<file path="src/hdl/pmc_defines.svh">
// Functional notes
// - four power modes ranked active, alternate active, sleep, hibernate
// - mode after reset is active
// - in active, active template bits enable resources; writable anytime
// - disabled resource gets clock gated and analog bias off
// - cpu may disable itself; next wakeup re-enables it
// - any wakeup returns mode to active and enables cpu
// - separate active and alternate templates, one bit per subsystem
// - alternate active applies the alternate template
// - sleep forces most resources off regardless of templates
// - sleep keeps sleep timer and rtc on low-speed or crystal osc
// - sleep wakes on comparator, pin irq, i2c, rtc, timewheel, low voltage
// - sleep runs digital and analog regulators buzzed
// - hibernate stops all clocks, retains state, wakes only on pin irq
// - hibernate disables all regulators but the hibernate one
// - core regulators enabled at power up; firmware may disable
`ifndef PMC_DEFINES_SVH
`define PMC_DEFINES_SVH
`define PMC_ADDR_W 4
`define PMC_REG_MODE 4'h0
`define PMC_REG_ACT_TPL 4'h4
`define PMC_REG_ALT_TPL 4'h8
`define PMC_REG_REGCTL 4'hC
`define PMC_NSUB 8
`define PMC_CPU_BIT 0
`define PMC_TPL_RST 8'hFF
`define PMC_REGCTL_RST 2'b11
`define PMC_SLEEP_KEEP 8'h00
`define PMC_WK_CMP 0
`define PMC_WK_PIN 1
`define PMC_WK_I2C 2
`define PMC_WK_RTC 3
`define PMC_WK_TW 4
`define PMC_WK_LVD 5
`define PMC_NWK 6
`define PMC_SLEEP_WK_MASK 6'h3F
`define PMC_HIB_WK_MASK 6'h02
`endif

</file>
<file path="src/hdl/pmc_pkg.sv">
package pmc_pkg;
  // one-hot modes, ranked by decreasing consumption
  typedef enum logic [3:0] {
    MODE_ACTIVE = 4'b0001,
    MODE_ALT = 4'b0010,
    MODE_SLEEP = 4'b0100,
    MODE_HIB = 4'b1000
  } pmode_t;
  typedef logic [1:0] mode_code_t;
endpackage : pmc_pkg

</file>
<file path="src/hdl/pmc_gate.sv">
`timescale 1ns/1ps
`default_nettype none
`include "pmc_defines.svh"
module pmc_gate
  import pmc_pkg::*;
#(
  parameter int NSUB = `PMC_NSUB
) (
  // clock and reset
  input wire logic clk_i,
  input wire logic rst_i,
  // enable per subsystem
  input wire logic [NSUB-1:0] en_i,
  // gated outputs
  output logic [NSUB-1:0] clk_en_o,
  output logic [NSUB-1:0] bias_en_o
);
  genvar g;
  generate
    for (g = 0; g < NSUB; g++) begin : g_sub
      always_ff @(posedge clk_i) begin
        if (rst_i) begin
          clk_en_o[g] <= 1'b1;
          bias_en_o[g] <= 1'b1;
        end else begin
          clk_en_o[g] <= en_i[g];
          bias_en_o[g] <= en_i[g];
        end
      end
    end
  endgenerate
endmodule : pmc_gate
`default_nettype wire

</file>
<file path="src/hdl/power_mode_controller.sv">
`timescale 1ns/1ps
`default_nettype none
`include "pmc_defines.svh"
module power_mode_controller
  import pmc_pkg::*;
#(
  parameter int NSUB = `PMC_NSUB
) (
  // clock and reset
  input wire logic clk_i,
  input wire logic rst_i,
  // wishbone slave
  input wire logic wb_cyc_i,
  input wire logic wb_stb_i,
  input wire logic wb_we_i,
  input wire logic [`PMC_ADDR_W-1:0] wb_adr_i,
  input wire logic [3:0] wb_sel_i,
  input wire logic [31:0] wb_dat_i,
  output logic [31:0] wb_dat_o,
  output logic wb_ack_o,
  // wakeup sources, bit order per defines
  input wire logic [`PMC_NWK-1:0] wake_i,
  // cpu self disable request
  input wire logic cpu_sleep_i,
  // subsystem gating
  output logic [NSUB-1:0] sub_clk_en_o,
  output logic [NSUB-1:0] sub_bias_en_o,
  // mode and power status
  output logic [3:0] mode_o,
  output logic lowspeed_clk_en_o,
  output logic all_clk_stop_o,
  output logic dig_reg_en_o,
  output logic ana_reg_en_o,
  output logic reg_buzz_o,
  output logic hib_reg_en_o,
  output logic retain_o
);
  pmode_t mode_q, mode_d;
  logic [NSUB-1:0] act_tpl_q, alt_tpl_q;
  logic [1:0] regctl_q;
  logic cpu_off_q;
  logic ack_q;
  logic [31:0] rdat_q;

  wire req = wb_cyc_i & wb_stb_i & ~ack_q;
  wire wr = req & wb_we_i & wb_sel_i[0];
  wire sel_mode = wb_adr_i == `PMC_REG_MODE;
  wire sel_act = wb_adr_i == `PMC_REG_ACT_TPL;
  wire sel_alt = wb_adr_i == `PMC_REG_ALT_TPL;
  wire sel_reg = wb_adr_i == `PMC_REG_REGCTL;

  function automatic pmode_t dec_mode(input mode_code_t c);
    case (c)
      2'd1: dec_mode = MODE_ALT;
      2'd2: dec_mode = MODE_SLEEP;
      2'd3: dec_mode = MODE_HIB;
      default: dec_mode = MODE_ACTIVE;
    endcase
  endfunction : dec_mode

  function automatic mode_code_t enc_mode(input pmode_t m);
    case (m)
      MODE_ALT: enc_mode = 2'd1;
      MODE_SLEEP: enc_mode = 2'd2;
      MODE_HIB: enc_mode = 2'd3;
      default: enc_mode = 2'd0;
    endcase
  endfunction : enc_mode

  // only enabled sources count: hibernate listens to pin interrupts alone
  wire [`PMC_NWK-1:0] wk_mask = (mode_q == MODE_HIB) ? `PMC_HIB_WK_MASK : `PMC_SLEEP_WK_MASK;
  wire wake = |(wake_i & wk_mask);

  // wakeup beats a same-cycle mode write so no event is lost
  always_comb begin
    mode_d = mode_q;
    if (wake) begin
      mode_d = MODE_ACTIVE;
    end else if (wr & sel_mode) begin
      mode_d = dec_mode(wb_dat_i[1:0]);
    end
  end

  always_ff @(posedge clk_i) begin
    if (rst_i) begin
      mode_q <= MODE_ACTIVE;
    end else begin
      mode_q <= mode_d;
    end
  end

  always_ff @(posedge clk_i) begin
    if (rst_i) begin
      cpu_off_q <= 1'b0;
    end else if (wake) begin
      cpu_off_q <= 1'b0;
    end else if (cpu_sleep_i) begin
      cpu_off_q <= 1'b1;
    end
  end

  always_ff @(posedge clk_i) begin
    if (rst_i) begin
      act_tpl_q <= NSUB'(`PMC_TPL_RST);
      alt_tpl_q <= NSUB'(`PMC_TPL_RST);
      regctl_q <= `PMC_REGCTL_RST;
    end else begin
      if (wr & sel_act) begin
        act_tpl_q <= wb_dat_i[NSUB-1:0];
      end
      if (wr & sel_alt) begin
        alt_tpl_q <= wb_dat_i[NSUB-1:0];
      end
      if (wr & sel_reg) begin
        regctl_q <= wb_dat_i[1:0];
      end
    end
  end

  wire [31:0] rd_mux = sel_mode ? {28'h0000_000, cpu_off_q, 1'b0, enc_mode(mode_q)} :
                       sel_act ? 32'(act_tpl_q) :
                       sel_alt ? 32'(alt_tpl_q) :
                       sel_reg ? {30'h0000_0000, regctl_q} : 32'h0000_0000;

  // single-wait-state slave: ack one cycle after the request, dropped next cycle
  always_ff @(posedge clk_i) begin
    if (rst_i) begin
      ack_q <= 1'b0;
      rdat_q <= 32'h0000_0000;
    end else begin
      ack_q <= req;
      if (req) begin
        rdat_q <= rd_mux;
      end
    end
  end
  assign wb_ack_o = ack_q;
  assign wb_dat_o = rdat_q;

  // subsystem enables by mode; cpu bit also forced off while its self-disable flag is set
  logic [NSUB-1:0] en;
  always_comb begin
    case (mode_q)
      MODE_ACTIVE: en = act_tpl_q;
      MODE_ALT: en = alt_tpl_q;
      MODE_SLEEP: en = NSUB'(`PMC_SLEEP_KEEP);
      MODE_HIB: en = '0;
      default: en = act_tpl_q;
    endcase
    if (cpu_off_q) begin
      en[`PMC_CPU_BIT] = 1'b0;
    end
  end

  pmc_gate #(.NSUB(NSUB)) u_gate (
    .clk_i(clk_i),
    .rst_i(rst_i),
    .en_i(en),
    .clk_en_o(sub_clk_en_o),
    .bias_en_o(sub_bias_en_o)
  );

  always_ff @(posedge clk_i) begin
    if (rst_i) begin
      mode_o <= MODE_ACTIVE;
      lowspeed_clk_en_o <= 1'b1;
      all_clk_stop_o <= 1'b0;
      dig_reg_en_o <= 1'b1;
      ana_reg_en_o <= 1'b1;
      reg_buzz_o <= 1'b0;
      hib_reg_en_o <= 1'b1;
      retain_o <= 1'b0;
    end else begin
      mode_o <= mode_q;
      lowspeed_clk_en_o <= mode_q != MODE_HIB;
      all_clk_stop_o <= mode_q == MODE_HIB;
      dig_reg_en_o <= regctl_q[0] & (mode_q != MODE_HIB);
      ana_reg_en_o <= regctl_q[1] & (mode_q != MODE_HIB);
      reg_buzz_o <= mode_q == MODE_SLEEP;
      hib_reg_en_o <= 1'b1;
      retain_o <= mode_q == MODE_HIB;
    end
  end
endmodule : power_mode_controller
`default_nettype wire

</file>
<file path="config.mk">
export PLATFORM = sky130hd
export DESIGN_NAME = power_mode_controller
export DESIGN_NICKNAME = d
export VERILOG_FILES = /design/src/hdl/pmc_pkg.sv /design/src/hdl/pmc_gate.sv /design/src/hdl/power_mode_controller.sv
export VERILOG_INCLUDE_DIRS = /design/src /design/src/hdl
export SDC_FILE = /design/constraint.sdc
export NUM_CORES = 1
export LEC_CHECK = 0
export ABC_AREA = 1
export BUFFER_PORTS_ARGS = -buffer_cell sky130_fd_sc_hd__buf_2
export CAP_MARGIN = 5
export CORE_ASPECT_RATIO = 1.5
export CORE_UTILIZATION = 30
export CTS_BUF_LIST = sky130_fd_sc_hd__clkbuf_16
export DETAILED_ROUTE_END_ITERATION = 8
export GPL_TIMING_DRIVEN = 0
export HOLD_SLACK_MARGIN = 0.02
export PLACE_DENSITY_LB_ADDON = 0.05
export SLEW_MARGIN = 5
export SYNTH_ARGS = -nofsm -noshare
export SYNTH_HDL_FRONTEND = slang
export SYNTH_SLANG_ARGS = --single-unit
</file>
<file path="constraint.sdc">
create_clock -name clk_i -period 1.81 [get_ports clk_i]
set_clock_uncertainty 0.1 [all_clocks]
set_input_delay 0 -clock clk_i [delete_from_list [all_inputs] [get_ports clk_i]]
set_output_delay 0 -clock clk_i [all_outputs]
set_load 0.05 [all_outputs]
</file>
### After elaboration in Yosys (flattened, before gate mapping)

Cells that the tools add are included.

* reduce and logical (&&, ||, !) cells: 3
* eq/ne operators: 10
* mux-type cells: 9
* bitwise operators: 12

Operators with widths (number)
* $mux 8: 3
* $pmux 8 s2: 1
* $eq 4x4->1 const B: 3
* $pmux 4 s3: 1
* $and 1x1->1: 10
* $eq 4x3->1 const B: 2
* $reduce_or 7->1: 1
* $and 6x6->6: 1
* $mux 6: 1
* $pmux 2 s3: 1
* $eq 2x2->1 const B: 2
* $eq 4x2->1 const B: 1
* $logic_not 4->1: 1
* $ne 4x4->1 const B: 1
* $eq 2x1->1 const B: 1
* $mux 2: 1
* $reduce_or 2->1: 1
* $mux 1: 1
* $not 1->1: 1

* register bits: 73
* output and inout bits: 60
* logic and storage cells: 55

### Logic depth before layout (Yosys ltp)

Gate-level depths: netlist of the first run.

* word-level depth: 5
* depth in mapped cells: 8

### Hierarchy

From an unflattened synthesis of the first run, not the netlist that was laid out.

* cells, all modules: 317
* area, all modules: 2328.5 µm²

Modules (own cells, without submodules)
* power_mode_controller: area an instance 2044.5 µm², instances 1, cells an instance 284
* pmc_gate: area an instance 284.0 µm², instances 1, cells an instance 33

### Worst setup path before layout of the first run

No wires, ideal clock.

* path type: reg-to-reg
* start point: register ack_q, in the netlist wb_ack_o
* end point: register alt_tpl_q[7]
* buffers on the path: 0
* cell stages (with the launch flop): 6
* arrival: 1.280 ns
* slack: 0.300 ns
* required time: 1.580 ns
* library setup time: 0.130 ns
* cells stage by stage: dfxtp_1 nand3b_4 nor2_4 nand3_1 nand2_1 nand3_1

* longest elaborated chain between the ends: 5

RTL lines
* start: declaration: RTL line power_mode_controller.sv:42 `logic ack_q;`
* start signal: assignment: RTL line power_mode_controller.sv:131 `ack_q <= req;`
* $not 1->1: RTL line power_mode_controller.sv:45 `wire req = wb_cyc_i & wb_stb_i & ~ack_q;`
* $and 1x1->1: RTL line power_mode_controller.sv:45
* $and 1x1->1 (2 in a row): RTL line power_mode_controller.sv:46 `wire wr = req & wb_we_i & wb_sel_i[0];`
* $and 1x1->1: RTL line power_mode_controller.sv:111 `if (wr & sel_alt) begin`
* end signal: assignment: RTL line power_mode_controller.sv:105 `` alt_tpl_q <= NSUB'(`PMC_TPL_RST); ``
* end signal: assignment: RTL line power_mode_controller.sv:112 `alt_tpl_q <= wb_dat_i[NSUB-1:0];`
* end: declaration: RTL line power_mode_controller.sv:39 `logic [NSUB-1:0] act_tpl_q, alt_tpl_q;`

No other way between the ends.
A chain may end at the register's enable or synchronous reset.

### Final worst setup path of the first run

* start point: register ack_q, in the netlist wb_ack_o
* end point: register act_tpl_q[7]

* longest elaborated chain between the ends: 5

RTL lines
* $not 1->1: RTL line power_mode_controller.sv:45
* $and 1x1->1: RTL line power_mode_controller.sv:45
* $and 1x1->1 (2 in a row): RTL line power_mode_controller.sv:46
* $and 1x1->1: RTL line power_mode_controller.sv:108 `if (wr & sel_act) begin`
* end signal: assignment: RTL line power_mode_controller.sv:104 `` act_tpl_q <= NSUB'(`PMC_TPL_RST); ``
* end signal: assignment: RTL line power_mode_controller.sv:109 `act_tpl_q <= wb_dat_i[NSUB-1:0];`
* end: declaration: RTL line power_mode_controller.sv:39

No other way between the ends.

==> flow_metrics.env, run 1 <==
export IMPL_status="finished, final reports clean"
export IMPL_layout_nets=452
export IMPL_place_congestion=0.850
export IMPL_diodes=0
export IMPL_vdd_ir_drop_worst_mv=0.337
export IMPL_hold_viol=0
export IMPL_worst_r2r_path_depth=5
export IMPL_fmax_mhz=625
export IMPL_rsz0062_at_grt="no"
export IMPL_holdCritPathClass="primary input to register"
export IMPL_crit_path_end_kind="register"
export IMPL_clk_pin_slew_ns=0.06
export IMPL_syn_inst=298
export IMPL_die_y_um=108
export IMPL_fin_crit_ns=1.60
export IMPL_cp_max_fo=8
export IMPL_clkLatencyLatePin_ns=0.28
export IMPL_clock_root_buffer="clkbuf_16"
export IMPL_slowest_stage="nand3_1"
export IMPL_cap_violations=0
export IMPL_avgSynthCellArea_um2=7.51
export IMPL_coreArea_um2=7230
export IMPL_ant_nets=0
export IMPL_synth_distinct_cells=21
export IMPL_wire_per_inst_um=10.8
export IMPL_reg2reg_slack_ns=0.21
export IMPL_clkSinkCount=49
export IMPL_mostFrequentLayoutCell="nand2_1"
export IMPL_async_flop_share=0
export IMPL_viasPerCell=4.09
export IMPL_crit_family="simple AND/OR/NAND/NOR gates"
export IMPL_grt_pass1_vias=1847
export IMPL_gr_total_overflow=0
export IMPL_crit_top_cell="nand3_1"
export IMPL_dr_first_iter_drc_count=65
export IMPL_final_cell_mix="nand2_1 (73), buf_2 (60), dfxtp_1 (49)"
export IMPL_num_rows=38
export IMPL_worstReg2RegStart="wb_ack_o"
export IMPL_setup_viol=0
export IMPL_crit_chain="nand3b_4, nor2_4, nand3_1, nand2_1, nand3_1"
export IMPL_whs_ns=0.00762
export IMPL_drive_above_1_share=0.292
export IMPL_relSlewSlack=0.601
export IMPL_worstPathArrival_ns=1.66
export IMPL_setup_tns_ns=0
export IMPL_cts_tree="yes"
export IMPL_totalWireLength_um=5420
export IMPL_crit_end="act_tpl_q[7]"
export IMPL_p_leak_nw=1.53
export IMPL_dieArea_um2=7810
export IMPL_cts_buffers=5
export IMPL_crit_start="wb_ack_o"
export IMPL_boundaryPins=112
export IMPL_vias=2051
export IMPL_crit_path_start_kind="register"
export IMPL_drcViolationCount=0
export IMPL_cts_path_max_buffers=2
export IMPL_io_buffers=59
export IMPL_seq_area_frac_synth=0.438
export IMPL_track_usage=0.145
export IMPL_cp_slowest_stage_delay_ns=0.35
export IMPL_initial_core_util=0.310
export IMPL_dr_pass1_iters=4
export IMPL_antenna_found_initial=0
export IMPL_dp_hpwl_um=4220
export IMPL_post_route_util=0.417
export IMPL_power_density_nw_per_um2=770
export IMPL_areaGrowthSynthToFinish_pct=34.7
export IMPL_die_width_um=72.5
export IMPL_ys_warn_count=0
export IMPL_synth_edff_count=0
export IMPL_period_share=0.884
export IMPL_final_fill_count=794
export IMPL_criticalPathCategory="register to register"
export IMPL_synth_ff_type="dfxtp_1"
export IMPL_synthesis_area_um2=2240
export IMPL_grt_pass1_wl_um=8680
export IMPL_cp_depth=5
export IMPL_crit_required_ns=1.87
export IMPL_grt_start_max_net_pins=15
export IMPL_path_buf_inv=0
export IMPL_worst_slew_pin_slew_ns=0.596
export IMPL_slew_viol_final=0
export IMPL_r2r_end="act_tpl_q[7]"
export IMPL_synth_seq_cells=49
export IMPL_cts_max_level=2
==> flip-flops by register name, indices dropped and copies added (netlist names), 2 cells and up <==
| register | count |
|---|---|
| alt_tpl_q | 8 |
| u_gate.clk_en_o | 6 |
| act_tpl_q | 8 |
| mode_q | 4 |
| wb_dat_o | 8 |
| regctl_q | 2 |
| u_gate.bias_en_o | 2 |
| mode_o | 4 |
==> worst min path at each step <==
| stage | start | to | cells past startpoint |
|---|---|---|---|
| global route | wb_adr_i[2] | mode_q[3] | 4 |
| finish | wake_i[4] | cpu_off_q | 4 |
| floorplan | rst_i | retain_o | 1 |
| detailed placement | wb_dat_i[2] | act_tpl_q[2] | 3 |
| global placement | wb_dat_i[6] | act_tpl_q[6] | 3 |
| CTS | wake_i[4] | cpu_off_q | 4 |
==> kinds of logic after synthesis <==
logic type	synth area share
simple gates	0.329
compound gates	0.0705
flops	0.438
other cells	0.00336
buf+inv	0.158
==> where the power goes <==
| part | switching [W] | total [W] | leakage, nW | internal [W] |
|---|---|---|---|---|
| Sequential | 0.00000493 | 0.00109 | 0.397 | 0.00109 |
| Combinational | 0.000235 | 0.000338 | 1.06 | 0.000103 |
| Clock | 0.000387 | 0.000889 | 0.0748 | 0.000502 |
| Total | 0.000627 | 0.00232 | 1.53 | 0.00169 |
==> Yosys cell counts, types with 3 or more instances <==
| library cell | number | area [um2] |
|---|---|---|
| nand2_1 | 73 | 274 |
| nor2_1 | 27 | 101 |
| nand3_1 | 40 | 200 |
| nor2_4 | 5 | 56.3 |
| o211ai_1 | 7 | 52.6 |
| buf_4 | 34 | 255 |
| dfxtp_1 | 49 | 981 |
| inv_1 | 20 | 75.1 |
| nor2_2 | 4 | 25.0 |
| nand4_1 | 4 | 25.0 |
| clkbuf_1 | 4 | 15.0 |
| nand2_2 | 3 | 18.8 |
| o21ai_0 | 9 | 45.0 |
| a21oi_1 | 11 | 55.1 |
==> layout make-up <==
cell class / instances / area [um2] / area share
well taps: 100 / 125 / 0.0415
multi-input cells: 212 / 988 / 0.328
clock inverters: 3 / 13.8 / 0.00457
repair buffers: 72 / 425 / 0.141
inverters: 21 / 78.8 / 0.0262
plain buffers: 39 / 275 / 0.0914
flip-flops and latches: 49 / 981 / 0.326
clock buffers: 5 / 125 / 0.0415
==> worst reg2reg max path: stages, from the launching register on <==
cell and delay, ns:
dfxtp_1 0.32, nand3b_4 0.22, nor2_4 0.23, nand3_1 0.35, nand2_1 0.17, nand3_1 0.08
==> per-layer routing <==
metal	track usage	vias up	wire length, um
met5	0	-	0
met4	0.0658	0	95
met2	0.258	56	2740
li1	-	1102	-
met1	0.164	886	2380
met3	0.0281	7	209
==> per-stage QoR <==
stage	worst slack (ns)	total power (W)	instance area (um2)	std cells
2_1_floorplan	0.300	0.00137	2320	321
3_3_place_gp	0.223	0.00143	2740	480
3_5_place_dp	0.189	0.00143	2740	480
4_1_cts	0.191	0.00235	3010	501
5_1_grt	0.0882	0.00241	3010	501
6_report	0.210	0.00232	3010	501
==> what timing repair did <==
item                      4_1_cts  5_1_grt
gates resized for setup         0        0
buffers inserted                0        0
hold endpoints to repair       28        0
hold buffers                   13        0
Note: power is estimated with default switching activity, not from simulation.
==> run 2, diff against run 1 <==
==> constraint.sdc (replaced) <==
create_clock -name clk_i -period 1.6 [get_ports clk_i]
set_clock_uncertainty 0.1 [all_clocks]
set_input_delay 0 -clock clk_i [delete_from_list [all_inputs] [get_ports clk_i]]
set_output_delay 0 -clock clk_i [all_outputs]
set_load 0.05 [all_outputs]
==> run 2 against run 1 <==
- setup slack got worse by 0.091 ns
- global-route usage did not move
- count of clock-buffer cells in the layout stayed put
- largest power group unchanged
- cell count is the same
==> flow_metrics.env, run 2 (synthesized netlist as in run 1, its figures left out) <==
export IMPL_whs_ns=0.00937
export IMPL_cp_slowest_stage_delay_ns=0.32
export IMPL_dr_pass1_iters=4
export IMPL_crit_path_start_kind="register"
export IMPL_worst_r2r_path_depth=5
export IMPL_gr_total_overflow=0
export IMPL_dr_first_iter_drc_count=50
export IMPL_layout_nets=452
export IMPL_cts_path_max_buffers=2
export IMPL_r2r_end="act_tpl_q[7]"
export IMPL_initial_core_util=0.310
export IMPL_antenna_found_initial=0
export IMPL_multiInputGateArea_um2=1000
export IMPL_totalWireLength_um=5440
export IMPL_cts_buffers=5
export IMPL_vdd_ir_drop_worst_mv=0.378
export IMPL_clkLatencyLatePin_ns=0.29
export IMPL_clkSinkCount=49
export IMPL_ant_nets=0
export IMPL_fin_crit_ns=1.48
export IMPL_wire_per_inst_um=10.9
export IMPL_die_width_um=72.5
export IMPL_grt_pass1_wl_um=8680
export IMPL_fmax_mhz=675
export IMPL_cp_max_fo=8
export IMPL_io_buffers=59
export IMPL_rsz0062_at_grt="no"
export IMPL_drive_above_1_share=0.299
export IMPL_setup_viol=0
export IMPL_crit_path_end_kind="register"
export IMPL_die_y_um=108
export IMPL_setup_tns_ns=0
export IMPL_areaGrowthSynthToFinish_pct=35.2
export IMPL_mostFrequentLayoutCell="nand2_1"
export IMPL_p_leak_nw=1.53
export IMPL_final_area_um2=3030
export IMPL_final_cell_mix="nand2_1 (73), buf_2 (60), dfxtp_1 (49)"
export IMPL_worstPathArrival_ns=1.54
export IMPL_crit_end="act_tpl_q[7]"
export IMPL_crit_start="wb_ack_o"
export IMPL_crit_required_ns=1.66
export IMPL_worstReg2RegStart="wb_ack_o"
export IMPL_dp_hpwl_um=4220
export IMPL_status="finished, final reports clean"
export IMPL_final_fill_count=794
export IMPL_grt_start_max_net_pins=15
export IMPL_cts_tree="yes"
export IMPL_track_usage=0.145
export IMPL_criticalPathCategory="register to register"
export IMPL_regArea_um2=981
export IMPL_power_density_nw_per_um2=867
export IMPL_holdCritPathClass="primary input to register"
export IMPL_hold_viol=0
export IMPL_vias=2054
export IMPL_dieArea_um2=7810
export IMPL_whs_path_depth=4
export IMPL_period_share=0.925
export IMPL_viasPerCell=4.10
export IMPL_grt_pass1_vias=1847
export IMPL_crit_chain="nand3b_4, nor2_4, nand3_2, nand2_1, nand3_1"
export IMPL_place_area_um2=2740
export IMPL_slowest_stage="dfxtp_1"
export IMPL_slew_viol_final=0
export IMPL_clk_pin_slew_ns=0.06
export IMPL_cap_violations=0
export IMPL_place_congestion=0.850
export IMPL_reg2reg_slack_ns=0.12
export IMPL_boundaryPins=112
export IMPL_num_rows=38
export IMPL_coreArea_um2=7230
export IMPL_diodes=0
export IMPL_clock_root_buffer="clkbuf_16"
export IMPL_cts_max_level=2
export IMPL_drcViolationCount=0
-- run 2: worst max-delay path, delay by kind of cell (launching register included) --
family,cells,cell delay [ns]
AND/OR/NAND/NOR,5,0.92
flip-flops,1,0.32
-- run 2: power breakdown --
part	total [W]	leakage, nW	switching, W	internal [W]
Sequential	0.00124	0.397	0.00000562	0.00123
Clock	0.00100	0.0748	0.000436	0.000568
Combinational	0.000384	1.06	0.000267	0.000117
Total	0.00262	1.53	0.000708	0.00192
-- run 2: worst min path at each step --
stage	from	to	slack, ns
2_1_floorplan	rst_i	retain_o	-0.02
3_3_place_gp	wb_dat_i[6]	act_tpl_q[6]	0.12
3_5_place_dp	wb_dat_i[2]	act_tpl_q[2]	0.12
4_1_cts	wake_i[4]	cpu_off_q	0.02
5_1_grt	wb_adr_i[2]	mode_q[3]	0.04
6_report	wake_i[4]	cpu_off_q	0.009
-- run 2: cell type report --
cell class,instances,area share
well taps,100,0.0414
clock buffers,5,0.0414
multi-input cells,212,0.331
plain buffers,39,0.0910
flip-flops and latches,49,0.324
repair buffers,72,0.141
inverters,21,0.0261
clock inverters,3,0.00455
-- run 2: repair_timing --
action	in CTS	in global routing
hold buffers	13	0
endpoints found under the hold margin	28	0
endpoints found under the setup margin	8	17
setup buffers	0	0
gates resized for setup	1	2
-- run 2: metal layers --
layer	global-route usage	up-vias	share of wire	wire length (um)
li1	-	1102	-	-
met1	0.164	884	0.43	2350
met2	0.258	59	0.51	2750
met3	0.0281	9	0.041	224
met4	0.0658	0	0.021	114
met5	0	-	0	0
-- run 2: stage by stage --
stage | setup slack (ns) | utilization | std cells | total power (W)
after floorplan | 0.0898 | - | 321 | 0.00154
after global placement | 0.0128 | 0.380 | 480 | 0.00162
after detailed placement | -0.0209 | 0.380 | 480 | 0.00162
after CTS | 0.00889 | 0.418 | 501 | 0.00266
after global routing | 0.0132 | 0.419 | 501 | 0.00273
final | 0.119 | 0.419 | 501 | 0.00262
